## src/common/bor_pkg.sv

```systemverilog
// package for the bus output register port: widths, codes, bit positions
// assumes a short i/o backplane bus seen through a plain register port
package bor_pkg;
    localparam int ADDR_W = 16;
    localparam int DATA_W = 32;
    localparam int AM_W   = 6;
    localparam int LANES  = 4;
    localparam int NBYTES = 8;
    localparam int BYTE_W = 8;
    localparam int DEC_LO = 3;
    localparam int LW_BIT = 2;

    localparam logic [AM_W-1:0] AM_SHORT_SUPER = 6'h2D;
    localparam logic [AM_W-1:0] AM_SHORT_USER  = 6'h29;

    localparam int CSR_TEST_BIT = 7;
    localparam int CSR_FAIL_BIT = 6;
    localparam int CSR_LANE     = 0;

    localparam logic [BYTE_W-1:0] ODR_RESET   = 8'h00;
    localparam logic              DRV_EN_RST  = 1'b0;
    localparam logic              FAIL_RST    = 1'b1;
    localparam logic [DATA_W-1:0] RDATA_IDLE  = 32'h0000_0000;

    typedef struct packed {
        logic [ADDR_W-1:0] addr;
        logic [AM_W-1:0]   am;
        logic [DATA_W-1:0] wdata;
        logic [LANES-1:0]  be;
        logic              wr;
        logic              rd;
    } bor_req_t;
endpackage

```

## src/design/bor_port.sv

```systemverilog
// top of the bus output register port: decode, 64 outputs, control bits
// assumes switch and jumper pins are asynchronous; bus port is on clock_i
`timescale 1ns/100ps
module bor_port
(
    input  wire logic                      clock_i,
    input  wire logic                      rst_i,
    input  wire bor_pkg::bor_req_t         req_i,
    input  wire logic                      address_space_jumper_i,
    input  wire logic [bor_pkg::ADDR_W-1:0] data_base_i,
    input  wire logic [bor_pkg::ADDR_W-1:0] csr_base_i,
    output logic      [bor_pkg::DATA_W-1:0] rdata_o,
    output logic                           ack_o,
    output logic [bor_pkg::NBYTES*bor_pkg::BYTE_W-1:0] out_o,
    output logic                           out_en_o,
    output logic                           fail_led_o
);
    import bor_pkg::*;

    // two-flop synchronisers for switch and jumper pins
    logic              jmp_s1_ff;
    logic              jmp_ff;
    logic [ADDR_W-1:0] dbase_s1_ff;
    logic [ADDR_W-1:0] dbase_ff;
    logic [ADDR_W-1:0] cbase_s1_ff;
    logic [ADDR_W-1:0] cbase_ff;

    always_ff @(posedge clock_i) begin
        if (rst_i) begin
            jmp_s1_ff   <= 1'b0;
            jmp_ff      <= 1'b0;
            dbase_s1_ff <= '0;
            dbase_ff    <= '0;
            cbase_s1_ff <= '0;
            cbase_ff    <= '0;
        end else begin
            jmp_s1_ff   <= address_space_jumper_i;
            jmp_ff      <= jmp_s1_ff;
            dbase_s1_ff <= data_base_i;
            dbase_ff    <= dbase_s1_ff;
            cbase_s1_ff <= csr_base_i;
            cbase_ff    <= cbase_s1_ff;
        end
    end

    // access type and region decode
    logic am_ok;
    logic hit_data;
    logic hit_csr;
    logic hit;
    logic access;

    always_comb begin
        am_ok    = jmp_ff ? (req_i.am == AM_SHORT_USER)
                          : (req_i.am == AM_SHORT_SUPER);
        hit_data = am_ok && (req_i.addr[ADDR_W-1:DEC_LO] == dbase_ff[ADDR_W-1:DEC_LO]);
        hit_csr  = am_ok && !hit_data
                   && (req_i.addr[ADDR_W-1:DEC_LO] == cbase_ff[ADDR_W-1:DEC_LO]);
        hit      = hit_data || hit_csr;
        access   = req_i.wr || req_i.rd;
    end

    // eight output data registers, big-endian lanes within a longword
    logic [NBYTES-1:0]        odr_we;
    logic [BYTE_W-1:0]        odr_d  [NBYTES];
    logic [BYTE_W-1:0]        odr_q  [NBYTES];

    genvar gi;
    generate
        for (gi = 0; gi < NBYTES; gi++) begin : g_odr
            localparam int LANE = LANES - 1 - (gi % LANES);
            localparam int LW   = gi / LANES;
            assign odr_we[gi] = req_i.wr && hit_data
                                && (req_i.addr[LW_BIT] == LW[0])
                                && req_i.be[LANE];
            assign odr_d[gi]  = req_i.wdata[LANE*BYTE_W +: BYTE_W];
            bor_byte_reg #(
                .W     (BYTE_W),
                .RST_V (ODR_RESET)
            ) u_odr (
                .clock_i (clock_i),
                .rst_i   (rst_i),
                .we_i    (odr_we[gi]),
                .d_i     (odr_d[gi]),
                .q_o     (odr_q[gi])
            );
            assign out_o[gi*BYTE_W +: BYTE_W] = odr_q[gi];
        end
    endgenerate

    // write-only control bits
    logic csr_wr;
    assign csr_wr = req_i.wr && hit_csr && req_i.be[CSR_LANE];

    always_ff @(posedge clock_i) begin
        if (rst_i) begin
            out_en_o   <= DRV_EN_RST;
            fail_led_o <= FAIL_RST;
        end else if (csr_wr) begin
            out_en_o   <= !req_i.wdata[CSR_TEST_BIT];
            fail_led_o <= req_i.wdata[CSR_FAIL_BIT];
        end
    end

    // read data: data registers read back, control reads as zero
    logic [DATA_W-1:0] nxt_rdata;

    always_comb begin
        nxt_rdata = RDATA_IDLE;
        if (req_i.rd && hit_data) begin
            for (int k = 0; k < LANES; k++) begin
                if (req_i.be[k]) begin
                    nxt_rdata[k*BYTE_W +: BYTE_W] =
                        odr_q[{req_i.addr[LW_BIT], 2'(LANES - 1 - k)}];
                end
            end
        end
    end

    always_ff @(posedge clock_i) begin
        if (rst_i) begin
            rdata_o <= RDATA_IDLE;
            ack_o   <= 1'b0;
        end else begin
            rdata_o <= nxt_rdata;
            ack_o   <= access && hit;
        end
    end
endmodule

```

## src/design/bor_byte_reg.sv

```systemverilog
// one byte-wide output data register with write enable and read back
// assumes synchronous active-high reset on the same clock
`timescale 1ns/100ps
module bor_byte_reg #(
    parameter int                W     = 8,
    parameter logic [W-1:0]      RST_V = '0
) (
    input  wire logic         clock_i,
    input  wire logic         rst_i,
    input  wire logic         we_i,
    input  wire logic [W-1:0] d_i,
    output logic      [W-1:0] q_o
);
    always_ff @(posedge clock_i) begin
        if (rst_i) begin
            q_o <= RST_V;
        end else if (we_i) begin
            q_o <= d_i;
        end
    end
endmodule

```

## config.mk

```make
export PLATFORM = sky130hd
export DESIGN_NAME = bor_port
export DESIGN_NICKNAME = d
export VERILOG_FILES = /design/src/common/bor_pkg.sv /design/src/design/bor_port.sv /design/src/design/bor_byte_reg.sv
export SDC_FILE = /design/constraint.sdc
export NUM_CORES = 1
export LEC_CHECK = 0
export BUFFER_PORTS_ARGS = -buffer_cell sky130_fd_sc_hd__buf_2
export CORE_UTILIZATION = 25
export CTS_BUF_LIST = sky130_fd_sc_hd__clkbuf_4
export DETAILED_ROUTE_END_ITERATION = 16
export PLACE_DENSITY = 0.44
export SYNTH_ARGS = -nofsm -noshare
export SYNTH_HDL_FRONTEND = slang
export SYNTH_HIERARCHICAL = 1
export SYNTH_SLANG_ARGS = --single-unit
```

## constraint.sdc

```tcl
create_clock -name clock_i -period 3.31 [get_ports clock_i]
set_input_delay 0.662 -clock clock_i [delete_from_list [all_inputs] [get_ports clock_i]]
set_output_delay 0.662 -clock clock_i [all_outputs]
set_load 0.01 [all_outputs]
```

# == Word level (Yosys, flattened, before mapping) ==
# Index checks and enable logic that the tools add are counted.
# totals
regBits,165
inputBits,95
out_inout_bits,99
elab_cells,78
# op_classes
magnitude_cmp,4
eq_ne,4
muxes,13
n_bitwise,10
reduce_logical,26
# ops
operator,count
8-bit binary-select mux with 3-bit select,4
8-bit two-way mux,8
13-bit equality test,2
1-bit logical AND,18
"4-bit >= comparator, second input constant",4
3-bit inverter with 4-bit output,4
"6-bit equality test, second input constant",2
3-bit OR reduction,4
1-bit inverter,6
1-bit logical NOT,2
1-bit logical OR,2
1-bit two-way mux,1

# == Longest topological paths before layout ==
# depth
ltp_word,8
depth_mapped,9
mapped_depth_nobuf,8

# == Modules after synthesis ==
# The synthesis kept the hierarchy.
# by_module_without_submodules
module,n_inst,cells_per_inst,area_per_inst_um2,seq_area_each_um2
bor_port,1,281,3079.2,1781.7
bor_byte_reg,8,26,285.3,160.2

# == Worst setup path after synthesis ==
# Ideal clock, no wire load.
# synth_timing
path_type,input to register
from,input req_i[58] (netlist bit)
to,register g_odr[0].u_odr.q_o[0]
setup_time_ns,0.124
arrival_ns,2.435
required_time_ns,3.186
slack_ns,0.751
stages,9
path_buffers,1
path_cell_list,xor2_1 nor4_1 nand4_1 nor4_4 nand2_1 nor3b_1 buf_6 mux2i_1 nor2_1
# synth_between
elab_chain_cells,5
# synth_lines
item,line_no,text
start: declaration,bor_port.sv:8,"input wire bor_pkg::bor_req_t req_i,"
13-bit equality test,bor_port.sv:56,hit_data = am_ok && (req_i.addr[ADDR_W-1:DEC_LO] == dbase_ff[ADDR_W-1:DEC_LO]);
1-bit logical AND,bor_port.sv:56,
1-bit logical AND,bor_port.sv:73,assign odr_we[gi] = req_i.wr && hit_data
1-bit logical AND,bor_port.sv:74,&& (req_i.addr[LW_BIT] == LW[0])
1-bit logical AND,bor_port.sv:75,&& req_i.be[LANE];
via odr_we[0],bor_port.sv:64,logic [NBYTES-1:0] odr_we;
end signal: assignment,bor_byte_reg.sv:18,q_o <= d_i;
end: declaration,bor_byte_reg.sv:12,output logic [W-1:0] q_o
# The timed path passes the listed nets, and every way through them passes these cells.
# A chain may end at the register's enable or synchronous reset.

# == Final worst setup path ==
# layout_timing
from,register dbase_ff[14]
to,register g_odr[1].u_odr.q_o[1]
# layout_between
elab_chain_cells,5
# layout_lines
item,line_no,text
start: declaration,bor_port.sv:24,logic [ADDR_W-1:0] dbase_ff;
start signal: assignment,bor_port.sv:40,dbase_ff <= dbase_s1_ff;
13-bit equality test,bor_port.sv:56,
1-bit logical AND,bor_port.sv:56,
1-bit logical AND,bor_port.sv:73,
1-bit logical AND,bor_port.sv:74,
1-bit logical AND,bor_port.sv:75,
via odr_we[1],bor_port.sv:64,
end signal: assignment,bor_byte_reg.sv:18,
end: declaration,bor_byte_reg.sv:12,
# The timed path passes the listed nets, and every way through them passes these cells.

==> impl_metrics.ini <==
[global_routing]
antenna_found_initial = 1
grt_first_pass_wirelength_um = 20400
overflow = 0
top_usage_layer = met2
first_global_vias = 3879
grt_util_met2_pct = 19.8
met3_usage_pct = 4.26
use_met1_pct = 14.9
grt_usage_pct = 12.2
grt_max_degree = 123

[timing]
finClkSkew_ns = 0.0181
worst_slew_pin_slew_ns = 0.746
timing.final.crit_share_pct = 82.3
hold_viol_final = 0
rsz0062_at_grt = false
fmax_mhz = 367
post-route-min-period_ns = 2.73
slew_headroom_pct = 49.8
holdWs_ns = 0.336
tns_ns = 0
setup_viol = 0
drv_slew = 0

[synth]
syn-mean-instance-area_um2 = 11.0
synth_nets = 584
ys.flop_type = dfxtp_1
ys_ff_latch = 153
postSynthCellCount = 489
yosysTopAreaCell = dfxtp_1
syn_area_um2 = 5360
synth_top_area_share_pct = 57.1
yosysSeqAreaShare_pct = 57.1
synthTopCellsByArea = dfxtp_1 57%, mux2i_1 18%, nor2_1 6.9%
synth_cell_types = 23
ys_top_cells_by_count = 153 x dfxtp_1, 99 x nor2_1, 97 x mux2i_1
synth_most_common_cell = dfxtp_1
synth_edf_count = 0
async_flop_share_pct = 0
ys_warn_count = 6

[run_status]
run_status = finished clean

[cells_and_area]
regArea_um2 = 3060
fin_cells = 965
multi_input_area_um2 = 2150
n_antenna_cell = 0
drive_gt1_share_pct = 33.9
nets = 772
area_growth_pct = 28.9
fill_cells = 2182

[clock_network]
htreeDepth = 4
cts_buffers = 17
cts-resized-gates = 0
clk_pin_slew_ns = 0.13
cts_tree = built
hold_buffers = 0
cts_root_buf = clkbuf_4
postCtsSetupRepairBufs = 0
cts_max_path_buffers = 2
clock-sinks = 153
clkLatencyLatePin_ns = 0.53

[detailed_routing]
drt-pass1-iter-count = 4
via_count = 3939
wirelength_um = 13200
viasPerCell = 4.08
wire_per_inst_um = 13.7
drc = 0
drtAntennaViolNets = 0
drtIter0Drc = 90

[floorplan]
rows = 53
core_um2 = 21000
ios = 194
die_area_um2 = 22000
initial_core_util_pct = 25.5
dieHeight_um = 148
die_w_um = 148

[placement]
dp_cells = 933
place.detailed.hpwl_um = 9390
gp_congestion = 0.709
port_buffers = 185

[critical_path]
crit_start = dbase_ff[14]$_SDFF_PP0_
worstSetupStartpointType = register
required_ns = 3.71
crit_path_end_kind = register
worstPathMaxFanout = 8
cp.arrival_ns = 3.13
r2r-start = dbase_ff[14]$_SDFF_PP0_
criticalPathCategory = reg2reg
worst-r2r-cell-count = 9
rr_endpoint = g_odr[1].u_odr/q_o[1]$_SDFFE_PP0P_
r2r_setup_slack_ns = 0.58

[hold_path]
whs_endpoint = dbase_s1_ff[3]$_SDFF_PP0_
hp-start = data_base_i[3]
worstHoldPathType = in2reg
hold_depth = 2

[power_and_ir_drop]
ir_drop_mv = 0.240
power_density_nw_per_um2 = 482
p_leak_uw = 0.00299

[flow_run]
maxCapViolations = 0
cell type report:
cell class                 instances  share of cell area [%]
sequential                       153                    44.3
clock buffer                      20                    2.17
multi-input combinational        308                    31.1
timing repair buffer             196                    14.8
tap                              275                    4.98
inverter                           1                  0.0543
clock inverter                    12                    2.53
placed cells by master, fill, tap and decap left out:
master and count:
nor2_1 99, nand4_1 8, o21ai_0 1, and2_2 1, inv_1 1, a21oi_1 1, nor3b_2 4, nor4_4 1
clkbuf_4 20, bufinv_16 4, nor4b_1 1, clkinv_2 2, nor4_1 4, nor3_1 1, buf_12 1, buf_2 184
clkinvlp_4 2, clkinv_1 1, nand2_1 2, nor2b_1 55, nand4b_1 1, xor2_1 13, xnor2_1 14, mux2i_1 97
dfxtp_1 153, buf_4 11, mux2_2 1, clkinv_4 3, and3_1 4
power breakdown:
part	internal [uW]	leakage [uW]	switching, uW
Combinational	82.1	0.00158	82.5
Sequential	1870	0.00124	8.52
Clock	623	0.000171	666
flip-flops by register name (all words and copies together) (netlist names):
| name | count |
|---|---|
| cbase_ff | 13 |
| dbase_s1_ff | 13 |
| rdata_o | 32 |
| jmp_ff | 1 |
| ack_o | 1 |
| g_odr.u_odr/q_o | 64 |
| fail_led_o | 1 |
| jmp_s1_ff | 1 |
| out_en_o | 1 |
| dbase_ff | 13 |
| cbase_s1_ff | 13 |
critical path: stages, from the launching register on:
cell and delay (ns):
dfxtp_1 0.33, xor2_1 0.15, nor4_1 0.31, nand4_1 0.23, nor4_4 0.54, nand2_1 0.27, nor3b_2 0.26, buf_4 0.24
mux2i_1 0.21, nor2_1 0.05
routing by layer:
| metal | routed length (um) | vias up |
|---|---|---|
| met5 | 13 | - |
| met4 | 178 | 2 |
| met3 | 910 | 15 |
| met2 | 6060 | 131 |
| met1 | 6050 | 1813 |
| li1 | - | 1978 |
worst max path at each step:
stage	end	slack (ns)	cells after the start
after floorplan	g_odr[0].u_odr/q_o[0]$_SDFFE_PP0P_	0.75	9
after global placement	g_odr[1].u_odr/q_o[3]$_SDFFE_PP0P_	0.15	10
after detailed placement	g_odr[1].u_odr/q_o[1]$_SDFFE_PP0P_	0.07	10
after CTS	g_odr[1].u_odr/q_o[1]$_SDFFE_PP0P_	0.49	9
after global routing	g_odr[3].u_odr/q_o[6]$_SDFFE_PP0P_	0.36	9
final	g_odr[1].u_odr/q_o[1]$_SDFFE_PP0P_	0.58	9
cells by family after synthesis:
kind of cell,synth area share (%)
and+or+nand+nor,16.9
DFF,57.1
muxes,18.3
buffers and inverters,3.08
xor gates and xnor gates,4.41
AOI/OAI and AO/OA,0.187
per-stage QoR:
stage	utilization, %	worst slack (ns)	cell area [um2]	power (uW)
floorplan	-	0.751	5360	2000
global placement	31.3	0.150	6590	2090
detailed placement	31.3	0.0662	6590	2090
CTS	32.9	0.489	6910	3420
global route	32.9	0.359	6910	3510
finish	32.9	0.585	6910	3330
Power figures use the tool's default switching activity.
